`src/cssb_pkg.sv`:
```
// Purpose: shared constants and carriers for the converter system status bank
// Assumes: one byte per register, byte command codes as offsets
// Notes:   every offset, field position, reset value and timing count lives here
`default_nettype none

package cssb_pkg;

   ////////////////////////////////////////////////////////////////////////////
   // register command codes
   localparam logic [7:0] CSSB_ADDR_FAULT_OC2   = 8'hda;
   localparam logic [7:0] CSSB_ADDR_SYS_STAT1   = 8'hdc;
   localparam logic [7:0] CSSB_ADDR_SYS_STAT2   = 8'hdd;
   localparam logic [7:0] CSSB_ADDR_SYS_STAT3   = 8'hdf;

   // reset value shared by every register of the bank
   localparam logic [7:0] CSSB_RESET_VALUE      = 8'h00;
   localparam logic [7:0] CSSB_UNMAPPED_VALUE   = 8'h00;

   ////////////////////////////////////////////////////////////////////////////
   // fault register: one overcurrent flag per phase in bits 3:0
   localparam int         CSSB_NUM_PHASES       = 4;
   localparam int         CSSB_OC2_PHASE4_BIT   = 3;

   // system status 1 field positions
   localparam int         CSSB_S1_DIR_BIT       = 0;
   localparam int         CSSB_S1_POS_LSB       = 1;
   localparam int         CSSB_S1_SWMODE_BIT    = 3;
   localparam int         CSSB_S1_PROT_BIT      = 4;
   localparam int         CSSB_S1_OUTSTYLE_BIT  = 5;
   localparam int         CSSB_S1_RSVD_BIT      = 6;
   localparam int         CSSB_S1_READY_BIT     = 7;

   // system status 2 field positions
   localparam int         CSSB_S2_SHED_BIT      = 0;
   localparam int         CSSB_S2_OPCNT_LSB     = 1;
   localparam int         CSSB_S2_MAXCNT_LSB    = 4;
   localparam int         CSSB_S2_RSVD_BIT      = 7;

   // system status 3 field positions
   localparam int         CSSB_S3_CLKSRC_BIT    = 0;
   localparam int         CSSB_S3_LOCK_BIT      = 1;
   localparam int         CSSB_S3_SS_BIT        = 2;
   localparam int         CSSB_S3_SOFTON_BIT    = 3;
   localparam int         CSSB_S3_CHG_BIT       = 4;
   localparam int         CSSB_S3_COMP_BIT      = 5;
   localparam int         CSSB_S3_FPIN_LSB      = 6;

   ////////////////////////////////////////////////////////////////////////////
   // device position codes
   localparam logic [1:0] CSSB_POS_MASTER       = 2'h0;

   // maximum phase count codes
   localparam logic [2:0] CSSB_MAX_FOUR         = 3'h0;
   localparam logic [2:0] CSSB_MAX_THREE        = 3'h2;
   localparam logic [2:0] CSSB_MAX_TWO          = 3'h3;
   localparam logic [2:0] CSSB_MAX_ERROR        = 3'h7;

   ////////////////////////////////////////////////////////////////////////////
   // startup initialization window before straps are latched
   localparam int         CSSB_CLOCK_HZ         = 25_000_000;
   localparam int         CSSB_INIT_TIME_NS     = 10_000;
   localparam int         CSSB_INIT_CYCLES      = (CSSB_INIT_TIME_NS * (CSSB_CLOCK_HZ / 1_000_000) + 999) / 1000;

   ////////////////////////////////////////////////////////////////////////////
   // pin straps captured once at startup
   typedef struct packed {
      logic [1:0] position;     // device position
      logic       forced_pwm;   // 1 forced pwm, 0 diode_emulation
      logic       hiccup;       // 1 hiccup, 0 latch-off
      logic       three_level;  // 1 three-level pwm outputs
      logic       shed_off;     // phase_shed_strap level
      logic [3:0] pwm_tied;     // pwm pins 4..1 tied high
   } cssb_strap_t;

   // live clock and soft-start state from the timing engine
   typedef struct packed {
      logic       ext_clock;    // external clock in use
      logic       pll_locked;   // pll lock
      logic       ss_done;      // soft-start done
      logic       soft_on_done; // soft-on done
      logic       clk_changed;  // clock source change seen
      logic       comp_short;   // pll compensation short
      logic [1:0] fpin_status;  // frequency_set_pin connection status
   } cssb_clock_t;

   localparam int         CSSB_STRAP_W          = $bits(cssb_strap_t);

endpackage : cssb_pkg

`default_nettype wire

```
`src/cssb_status_bank.sv`:
```
// Purpose: read-only system status bank plus overcurrent flag register
// Assumes: serial bus layer hands over decoded byte commands on i_clock
// Notes:   straps are latched once after the startup initialization window
`timescale 1ns/100ps
`default_nettype none

module cssb_status_bank
   import cssb_pkg::*;
#(
   parameter int INIT_CYCLES = CSSB_INIT_CYCLES
) (
   input  wire logic        i_clock,            // 25 mhz system clock
   input  wire logic        i_reset,            // async reset, high
   // pins, synchronised here
   input  wire logic        i_direction_select_pin, // 1 boost, 0 buck
   input  wire logic [1:0]  i_addr_strap,       // device position strap
   input  wire logic        i_mode_forced_pwm,  // mode strap, switching part
   input  wire logic        i_mode_hiccup,      // mode strap, protection part
   input  wire logic        i_out_style_strap,  // 1 three-level outputs
   input  wire logic        i_phase_shed_strap, // 1 phase drop disabled
   input  wire logic [3:0]  i_pwm_tied_high,    // pwm4..pwm1 tied high
   // same-clock engine signals
   input  wire logic [3:0]  i_second_level_overcurrent, // per-phase event
   input  wire logic        i_pwm_ready,        // pwm engine ready
   input  wire logic [2:0]  i_op_phase_code,    // operating phase code
   input  wire cssb_clock_t i_clock_state,      // clock and soft-start state
   input  wire logic        i_pwm_request,      // engine wants to switch
   // register command port
   input  wire logic        i_cmd_valid,        // command strobe
   input  wire logic        i_cmd_write,        // 1 write, 0 read
   input  wire logic [7:0]  i_cmd_addr,         // command code
   input  wire logic [7:0]  i_cmd_wdata,        // write byte
   output logic      [7:0]  o_rd_data,          // read byte
   output logic             o_rd_valid,         // read answer strobe
   // control outputs
   output logic             o_init_done,        // straps latched
   output logic             o_system_clock_output_en, // clock output gate
   output logic             o_pwm_switch_en,    // switching permitted
   output logic             o_driver_enable_out // driver enable to fets
);

   ////////////////////////////////////////////////////////////////////////////
   // elaboration checks
   if (INIT_CYCLES < 1) begin : g_bad_init
      $error("INIT_CYCLES must be at least one");
   end
   if (CSSB_NUM_PHASES != 4) begin : g_bad_phases
      $error("bank is laid out for four phases");
   end

   localparam int CNT_W = $clog2(INIT_CYCLES + 1);
   localparam logic [CNT_W-1:0] INIT_LAST = CNT_W'(INIT_CYCLES - 1);

   ////////////////////////////////////////////////////////////////////////////
   // pin synchronisers
   logic        dir_sync;
   cssb_strap_t strap_raw;
   cssb_strap_t strap_sync;
   cssb_strap_t strap_held;

   // direction pin is live, so it gets its own synchroniser
   cssb_sync #(
      .WIDTH (1)
   ) u_dir_sync (
      .i_clock (i_clock),
      .i_reset (i_reset),
      .i_async (i_direction_select_pin),
      .o_sync  (dir_sync)
   );

   // gather straps into one carrier before crossing
   always_comb begin
      strap_raw.position    = i_addr_strap;
      strap_raw.forced_pwm  = i_mode_forced_pwm;
      strap_raw.hiccup      = i_mode_hiccup;
      strap_raw.three_level = i_out_style_strap;
      strap_raw.shed_off    = i_phase_shed_strap;
      strap_raw.pwm_tied    = i_pwm_tied_high;
   end

   cssb_sync #(
      .WIDTH (CSSB_STRAP_W)
   ) u_strap_sync (
      .i_clock (i_clock),
      .i_reset (i_reset),
      .i_async (strap_raw),
      .o_sync  (strap_sync)
   );

   ////////////////////////////////////////////////////////////////////////////
   // startup initialization window
   typedef enum logic [1:0] {
      CSSB_ST_INIT  = 2'b00,
      CSSB_ST_RUN   = 2'b01
   } cssb_state_t;

   cssb_state_t     state_ff;
   cssb_state_t     nxt_state;
   logic [CNT_W-1:0] init_cnt_ff;
   logic            capture;

   // capture fires on the last init cycle, once per reset
   assign capture = (state_ff == CSSB_ST_INIT) && (init_cnt_ff == INIT_LAST);

   always_comb begin
      nxt_state = state_ff;
      unique case (state_ff)
         CSSB_ST_INIT: begin
            if (capture) begin
               nxt_state = CSSB_ST_RUN;
            end
         end
         CSSB_ST_RUN: begin
            nxt_state = CSSB_ST_RUN;
         end
         default: begin
            nxt_state = CSSB_ST_INIT;
         end
      endcase
   end

   always_ff @(posedge i_clock or posedge i_reset) begin
      if (i_reset) begin
         state_ff <= CSSB_ST_INIT;
      end else begin
         state_ff <= nxt_state;
      end
   end

   // init counter, frozen once running
   always_ff @(posedge i_clock or posedge i_reset) begin
      if (i_reset) begin
         init_cnt_ff <= '0;
      end else if (state_ff == CSSB_ST_INIT && !capture) begin
         init_cnt_ff <= init_cnt_ff + CNT_W'(1);
      end
   end

   // straps taken once at the end of the window
   cssb_strap_latch #(
      .WIDTH (CSSB_STRAP_W)
   ) u_strap_latch (
      .i_clock   (i_clock),
      .i_reset   (i_reset),
      .i_capture (capture),
      .i_level   (strap_sync),
      .o_held    (strap_held)
   );

   logic running;
   logic is_master;
   assign running   = (state_ff == CSSB_ST_RUN);
   assign is_master = (strap_held.position == CSSB_POS_MASTER);

   always_ff @(posedge i_clock or posedge i_reset) begin
      if (i_reset) begin
         o_init_done <= 1'b0;
      end else begin
         o_init_done <= running;
      end
   end

   ////////////////////////////////////////////////////////////////////////////
   // overcurrent flag register, sticky, write one to clear
   logic [3:0] oc2_flag_ff;
   logic       oc2_wr;

   assign oc2_wr = i_cmd_valid && i_cmd_write && (i_cmd_addr == CSSB_ADDR_FAULT_OC2);

   // a new event in the clear cycle wins over the clear
   always_ff @(posedge i_clock or posedge i_reset) begin
      if (i_reset) begin
         oc2_flag_ff <= '0;
      end else begin
         oc2_flag_ff <= (oc2_flag_ff & ~(oc2_wr ? i_cmd_wdata[3:0] : 4'h0))
                        | i_second_level_overcurrent;
      end
   end

   ////////////////////////////////////////////////////////////////////////////
   // maximum phase count decode from tied pwm pins
   logic [2:0] max_code;

   // pwm1 or pwm2 high is a wiring error and outranks the rest
   always_comb begin
      if (strap_held.pwm_tied[0] || strap_held.pwm_tied[1]) begin
         max_code = CSSB_MAX_ERROR;
      end else if (strap_held.pwm_tied[2]) begin
         max_code = CSSB_MAX_TWO;
      end else if (strap_held.pwm_tied[3]) begin
         max_code = CSSB_MAX_THREE;
      end else begin
         max_code = CSSB_MAX_FOUR;
      end
   end

   ////////////////////////////////////////////////////////////////////////////
   // status register images, rebuilt every cycle
   logic [7:0] stat1_ff;
   logic [7:0] stat2_ff;
   logic [7:0] stat3_ff;
   logic [7:0] nxt_stat1;
   logic [7:0] nxt_stat2;
   logic [7:0] nxt_stat3;

   // status one: live direction plus latched straps
   always_comb begin
      nxt_stat1 = CSSB_RESET_VALUE;
      if (running) begin
         nxt_stat1[CSSB_S1_DIR_BIT]        = dir_sync;
         nxt_stat1[CSSB_S1_POS_LSB +: 2]   = strap_held.position;
         nxt_stat1[CSSB_S1_SWMODE_BIT]     = strap_held.forced_pwm;
         nxt_stat1[CSSB_S1_PROT_BIT]       = strap_held.hiccup;
         nxt_stat1[CSSB_S1_OUTSTYLE_BIT]   = strap_held.three_level;
         nxt_stat1[CSSB_S1_RSVD_BIT]       = 1'b0;
         nxt_stat1[CSSB_S1_READY_BIT]      = i_pwm_ready && is_master;
      end
   end

   // status two: phase drop, operating and maximum counts
   always_comb begin
      nxt_stat2 = CSSB_RESET_VALUE;
      if (running) begin
         nxt_stat2[CSSB_S2_SHED_BIT]       = strap_held.shed_off
                                             || !is_master;
         nxt_stat2[CSSB_S2_OPCNT_LSB +: 3] = i_op_phase_code;
         nxt_stat2[CSSB_S2_MAXCNT_LSB +: 3] = max_code;
         nxt_stat2[CSSB_S2_RSVD_BIT]       = 1'b0;
      end
   end

   // status three: clock and soft-start state, live
   always_comb begin
      nxt_stat3 = CSSB_RESET_VALUE;
      if (running) begin
         nxt_stat3[CSSB_S3_CLKSRC_BIT]     = i_clock_state.ext_clock;
         nxt_stat3[CSSB_S3_LOCK_BIT]       = i_clock_state.pll_locked;
         nxt_stat3[CSSB_S3_SS_BIT]         = i_clock_state.ss_done;
         nxt_stat3[CSSB_S3_SOFTON_BIT]     = i_clock_state.soft_on_done;
         nxt_stat3[CSSB_S3_CHG_BIT]        = i_clock_state.clk_changed;
         nxt_stat3[CSSB_S3_COMP_BIT]       = i_clock_state.comp_short;
         nxt_stat3[CSSB_S3_FPIN_LSB +: 2]  = i_clock_state.fpin_status;
      end
   end

   // images ignore every host write; only hardware state feeds them
   always_ff @(posedge i_clock or posedge i_reset) begin
      if (i_reset) begin
         stat1_ff <= CSSB_RESET_VALUE;
         stat2_ff <= CSSB_RESET_VALUE;
         stat3_ff <= CSSB_RESET_VALUE;
      end else begin
         stat1_ff <= nxt_stat1;
         stat2_ff <= nxt_stat2;
         stat3_ff <= nxt_stat3;
      end
   end

   ////////////////////////////////////////////////////////////////////////////
   // read path, one cycle after the command strobe
   logic [7:0] nxt_rd_data;

   always_comb begin
      unique case (i_cmd_addr)
         CSSB_ADDR_FAULT_OC2: nxt_rd_data = {4'h0, oc2_flag_ff};
         CSSB_ADDR_SYS_STAT1: nxt_rd_data = stat1_ff;
         CSSB_ADDR_SYS_STAT2: nxt_rd_data = stat2_ff;
         CSSB_ADDR_SYS_STAT3: nxt_rd_data = stat3_ff;
         default:             nxt_rd_data = CSSB_UNMAPPED_VALUE;
      endcase
   end

   // read data holds until the next read answer
   always_ff @(posedge i_clock or posedge i_reset) begin
      if (i_reset) begin
         o_rd_data  <= CSSB_RESET_VALUE;
         o_rd_valid <= 1'b0;
      end else begin
         o_rd_valid <= i_cmd_valid && !i_cmd_write;
         if (i_cmd_valid && !i_cmd_write) begin
            o_rd_data <= nxt_rd_data;
         end
      end
   end

   ////////////////////////////////////////////////////////////////////////////
   // lock gating of clock output and switching
   // the bank only gates; the engine still decides when to switch
   always_ff @(posedge i_clock or posedge i_reset) begin
      if (i_reset) begin
         o_system_clock_output_en <= 1'b0;
         o_pwm_switch_en          <= 1'b0;
      end else begin
         o_system_clock_output_en <= running && i_clock_state.pll_locked;
         o_pwm_switch_en          <= running && i_clock_state.pll_locked && i_pwm_request;
      end
   end

   // a slave never drives the driver enable
   always_ff @(posedge i_clock or posedge i_reset) begin
      if (i_reset) begin
         o_driver_enable_out <= 1'b0;
      end else begin
         o_driver_enable_out <= running && is_master && i_pwm_ready
                                && i_clock_state.pll_locked;
      end
   end

   // protection bit is reported as strapped; per-fault override is software's concern

endmodule // cssb_status_bank

`default_nettype wire

```
`src/cssb_strap_latch.sv`:
```
// Purpose: one-shot capture of synchronised strap levels
// Assumes: capture strobe comes from the init counter on the same clock
// Notes:   holds the captured value until the next reset
`timescale 1ns/100ps
`default_nettype none

module cssb_strap_latch #(
   parameter int WIDTH = 1
) (
   input  wire logic             i_clock,   // system clock
   input  wire logic             i_reset,   // async reset, high
   input  wire logic             i_capture, // one-cycle capture strobe
   input  wire logic [WIDTH-1:0] i_level,   // synchronised strap levels
   output logic      [WIDTH-1:0] o_held     // latched straps
);

   // straps are caught after release, never inside the reset branch
   always_ff @(posedge i_clock or posedge i_reset) begin
      if (i_reset) begin
         o_held <= '0;
      end else if (i_capture) begin
         o_held <= i_level;
      end
   end

endmodule // cssb_strap_latch

`default_nettype wire

```
`src/cssb_sync.sv`:
```
// Purpose: two-flop synchroniser for pin levels
// Assumes: inputs are quasi-static levels
// Notes:   the first stage feeds only the second stage
`timescale 1ns/100ps
`default_nettype none

module cssb_sync #(
   parameter int WIDTH = 1
) (
   input  wire logic             i_clock,   // system clock
   input  wire logic             i_reset,   // async reset, high
   input  wire logic [WIDTH-1:0] i_async,   // pin levels
   output logic      [WIDTH-1:0] o_sync     // synchronised levels
);

   logic [WIDTH-1:0] meta_ff;

   // metastability stage then output stage
   always_ff @(posedge i_clock or posedge i_reset) begin
      if (i_reset) begin
         meta_ff <= '0;
         o_sync  <= '0;
      end else begin
         meta_ff <= i_async;
         o_sync  <= meta_ff;
      end
   end

endmodule // cssb_sync

`default_nettype wire

```
`config.mk`:
```
export PLATFORM = sky130hd
export DESIGN_NAME = cssb_status_bank
export DESIGN_NICKNAME = d
export VERILOG_FILES = /design/src/cssb_pkg.sv /design/src/cssb_status_bank.sv /design/src/cssb_strap_latch.sv /design/src/cssb_sync.sv
export SDC_FILE = /design/constraint.sdc
export NUM_CORES = 1
export LEC_CHECK = 0
export BUFFER_PORTS_ARGS = -buffer_cell sky130_fd_sc_hd__buf_2
export CORE_ASPECT_RATIO = 0.7
export CORE_UTILIZATION = 48
export CTS_CLUSTER_DIAMETER = 30
export CTS_CLUSTER_SIZE = 16
export DETAILED_ROUTE_END_ITERATION = 8
export PLACE_DENSITY = 0.74
export SLEW_MARGIN = 5
export SYNTH_ARGS = -nofsm -noshare
export SYNTH_HDL_FRONTEND = slang
export SYNTH_SLANG_ARGS = --single-unit
```
`constraint.sdc`:
```
create_clock -name i_clock -period 2.5 [get_ports i_clock]
set_clock_uncertainty 0.05 [all_clocks]
set_input_delay 0.5 -clock i_clock [delete_from_list [all_inputs] [get_ports i_clock]]
set_output_delay 0.5 -clock i_clock [all_outputs]
set_load 0.02 [all_outputs]
```
Word level (Yosys, flattened, before mapping)
Cells that the tools add are included.
W data, S select, Z words.
{"block": "totals", "input_bits": 48, "ff_bits": 83, "elab_cells": 56}
{"block": "classes", "n_addsub": 1, "eq_ne": 7, "bitwise_logic": 3, "reduce_logical": 18, "mux": 10}
{"op": "$eq A8 B8 Y1 const B", "count": 5}
{"op": "$pmux W8 S4", "count": 1}
{"op": "$mux W8", "count": 2}
{"op": "$logic_and A1 B1 Y1", "count": 11}
{"op": "$add A8 B1 Y8 const B", "count": 1}
{"op": "$mux W7", "count": 1}
{"op": "$mux W2", "count": 3}
{"op": "$and A4 B4 Y4", "count": 1}
{"op": "$logic_not A2 Y1", "count": 2}
{"op": "$mux W4", "count": 1}
{"op": "$not A4 Y4", "count": 1}
{"op": "$or A4 B4 Y4", "count": 1}
{"op": "$pmux W2 S2", "count": 1}
{"op": "$logic_not A1 Y1", "count": 3}
{"op": "$mux W3", "count": 1}
{"op": "$eq A2 B1 Y1 const B", "count": 1}
{"op": "$logic_or A1 B1 Y1", "count": 2}
{"op": "$ne A2 B2 Y1 const B", "count": 1}

Longest topological paths before layout
{"block": "depth", "ltp_word": 6, "ltp_mapped": 6, "ltp_nobuf": 6}

Modules after synthesis
A second synthesis with hierarchy kept.
{"block": "hier_totals", "hier_cells": 213, "hier_area_um2": 2919.0}
{"mod": "cssb_status_bank", "cells_per_inst": 167, "area_per_inst_um2": 1945.6, "n_inst": 1, "seq_area_each_um2": 1176.1}
{"mod": "cssb_sync at u_strap_sync", "cells_per_inst": 21, "area_per_inst_um2": 504.2, "n_inst": 1, "seq_area_each_um2": 500.5}
{"mod": "cssb_strap_latch", "cells_per_inst": 22, "area_per_inst_um2": 415.4, "n_inst": 1, "seq_area_each_um2": 250.2}
{"mod": "cssb_sync at u_dir_sync", "cells_per_inst": 3, "area_per_inst_um2": 53.8, "n_inst": 1, "seq_area_each_um2": 50.0}

Worst setup path before layout
No wires, ideal clock.
{"block": "synth_path", "path_kind": "reg-to-reg", "from": "reg init_cnt_ff[1]", "to": "reg u_strap_latch.o_held[0]", "arrival_ps": 1636, "n_path_buf": 0, "path_slack_ps": 689, "stages_incl_launch_ff": 7, "cell_sequence": "dfrtp_1 > inv_1 > ha_1 > nand2_1 > or3_4 > nor3_4 > mux2_2"}
{"block": "synth_between", "elab_chain_cells": 2}
{"item": "from (decl)", "line": "cssb_status_bank.sv:99", "source": "logic [CNT_W-1:0] init_cnt_ff;"}
{"item": "from (signal assigned)", "line": "cssb_status_bank.sv:135", "source": "init_cnt_ff <= init_cnt_ff + CNT_W'(1);"}
{"item": "$eq A8 B8 Y1", "line": "cssb_status_bank.sv:103", "source": "assign capture = (state_ff == CSSB_ST_INIT) && (init_cnt_ff == INIT_LAST);"}
{"item": "$logic_and A1 B1 Y1", "line": "cssb_status_bank.sv:103"}
{"item": "to (signal assigned)", "line": "cssb_strap_latch.sv:22", "source": "o_held <= i_level;"}
{"item": "to (decl)", "line": "cssb_strap_latch.sv:14", "source": "output logic [WIDTH-1:0] o_held"}
No other way between the ends.
A chain may end at the register's enable or synchronous reset.

Final worst setup path
{"block": "layout_path", "from": "reg init_cnt_ff[1]", "to": "reg u_strap_latch.o_held[6]"}
Same word-level chain as after synthesis.

==> flow_summary.yaml <==
logic_synthesis:
  synthTopCellsByArea: "dfrtp_1, and2_1, mux2_2, mux2i_1, nand2_1"
  synthTopCellsByCount: "dfrtp_1, and2_1, nand2_1, mux2_2, mux2i_1"
  synthCells: 203
  ys_ff_latch: 79
  synthArstFlopShare: 1.000
  synth_cell_type_count: 36
  yosys.cell_count.top_type: "dfrtp_1"
  yosysTopAreaCell: "dfrtp_1"
  yosysTopAreaCellShare: 0.6942
  yosys_warnings: 0
  syn_nets: 253
  ys.flop_type: "dfrtp_1"
  synth_edf_count: 0
  syn_avg_cell_area_um2: 14.03
  ys_seq_area_frac: 0.6942
  syn_area_um2: 2848
worst_setup_path:
  critPathRequiredTime_ns: 2.67
  cp_max_fo: 10
  worstSetupEndpointType: "flop"
  start_kind: "flop"
  worstSetupPathType: "reg -> reg"
  critPathArrivalTime_ns: 2.14
timing:
  tns_ns: 0
  post-route-worst-setup-slack_ns: 0.5300
  tightest_slew_ns: 0.4844
  final_max_slew_viol_count: 0
  hold_violations: 0
  slew_headroom: 0.6771
  period_share: 0.7880
  max_freq_mhz: 507.6
  setup_viol: 0
  rsz0062_at_grt: "false"
  fin_crit_ns: 1.970
pwr:
  power_mw: 2.176
  p_leak_nw: 1.700
  p_per_area_nw_per_um2: 640.8
  vdd_drop_max_uv: 398.9
layout:
  layout-drive-gt1-share: 0.3333
  ff_latch_area_um2: 1977
  multiInputGateArea_um2: 830.8
  final_nets: 318
  utilization: 0.5930
  design_area_um2: 3396
  antenna_cells: 0
  areaGrowthSynthToFinish_pct: 19.24
  nFillCells: 498
placed_design:
  place_congestion: 0.7516
  place.detailed.hpwl_um: 3357
  dp_slack_ns: 0.5263
  placed_cell_area_um2: 3231
  io_buffers: 56
cts:
  clock_latency_ns: 0.34
  cts_hold_buf: 0
  cts_buffers: 9
  clockBufferDepth: 2
  clockRootBuffer: "clkbuf_8"
  clk_pin_slew_ns: 0.08
  htreeDepth: 3
  cts_resized: 0
  cts_tree: "done"
  post_cts_buffers: 0
  clkSinkCount: 79
global_routing:
  grt_pass1_vias: 1656
  grt_overflow: 0
  grt_util_met3: 0.07241
  met1_usage: 0.2414
  grt_pass1_wl_um: 8017
  grt_antenna_before_repair: 0
  grtUsageTotal: 0.1800
  grt_max_degree: 41
  grt_use_met2: 0.2573
  busiest_layer: "met2"
die:
  core_area_um2: 5727
  rows: 23
  die_w_um: 94.06
  io_pins: 61
  fp.dieH_um: 66.45
  die_area_um2: 6250
  initial_utilization: 0.4973
route:
  detail-route-antenna-nets: 0
  drc: 0
  first_iter_violations: 83
  finalWirelength_um: 4744
  drtPass1Iterations: 4
  wl_per_cell_um: 13.63
  vias: 1675
  routed_via_density: 4.813
status:
  status: "complete, no violations"
flow_run:
  cap_violations: 0
worst_hold_path:
  hold_class: "in -> reg"
[stage by stage]
step / hold slack, ns / cells
6_report: 0.2091 / 348
5_1_grt: 0.1735 / 348
4_1_cts: 0.1840 / 348
3_5_place_dp: 0.2870 / 332
3_3_place_gp: 0.2821 / 332
2_1_floorplan: 0.2812 / 203
[final cells by class]
cell class                 count  area share
tap                           75     0.02763
sequential                    79      0.5822
clock inverter                 6     0.01105
multi-input combinational    114      0.2447
clock buffer                  10     0.03758
timing repair buffer          60     0.09138
inverter                       4    0.005527
[flip-flops by register name, summed over array words and instances (netlist names)]
signal / cells
state_ff: 1
u_dir_sync.o_sync: 1
u_strap_sync.o_sync: 10
u_strap_latch.o_held: 10
u_dir_sync.meta_ff: 1
stat2_ff: 7
o_init_done: 1
o_pwm_switch_en: 1
o_rd_valid: 1
u_strap_sync.meta_ff: 10
stat3_ff: 8
stat1_ff: 7
o_rd_data: 8
init_cnt_ff: 8
o_driver_enable_out: 1
oc2_flag_ff: 4
[worst paths after layout]
path	start	end	depth (start not counted)	slack, ns
worst max-delay path	init_cnt_ff[1]	u_strap_latch.o_held[6]	6	0.53
min in group asynchronous	i_reset	o_driver_enable_out	3	0.24
worst max register to register	init_cnt_ff[1]	u_strap_latch.o_held[6]	6	0.53
worst min-delay path	i_addr_strap[0]	u_strap_sync.meta_ff[8]	1	0.21
worst min register to register	u_strap_sync.meta_ff[8]	u_strap_sync.o_sync[8]	0	0.30
max in group asynchronous	i_reset	u_strap_latch.o_held[6]	3	1.81
[layout by cell type (no fill, tap or decap), drive strengths merged, types with 5 or more instances in the layout]
| master | synthesis | routed |
|---|---|---|
| buf | 1 | 60 |
| nor2 | 5 | 5 |
| clkbuf | 5 | 10 |
| mux2 | 11 | 11 |
| dfrtp | 79 | 79 |
| a21o | 5 | 5 |
| nand2 | 16 | 16 |
| mux2i | 8 | 8 |
| and2 | 20 | 20 |
[worst max-delay path: stages, from the launching register on]
cell,delay [ns]
dfrtp_1,0.40
inv_1,0.09
ha_1,0.15
nand2_1,0.05
or3_4,0.35
nor3_4,0.38
mux2_2,0.39
[power by group]
part,switching (mW),leakage (nW),internal [mW]
clock network,0.435,0.0781,0.355
registers,0.00518,1.02,1.30
logic,0.0501,0.606,0.0355
total,0.490,1.70,1.69
[logic make-up after synthesis]
| logic type | synth area share |
|---|---|
| AOI/OAI and AO/OA | 0.07338 |
| xor gates and xnor gates | 0.02153 |
| adders and majority gates | 0.008786 |
| buffers and inverters | 0.01405 |
| DFF | 0.6942 |
| muxes | 0.07162 |
| and+or+nand+nor | 0.1164 |
[routing by layer]
layer / up-vias / routed length, µm
met2: 44 / 2152
met4: 0 / 38
li1: 822 / -
met5: - / 0
met1: 805 / 2262
met3: 4 / 290
(Power assumes the default switching activity.)
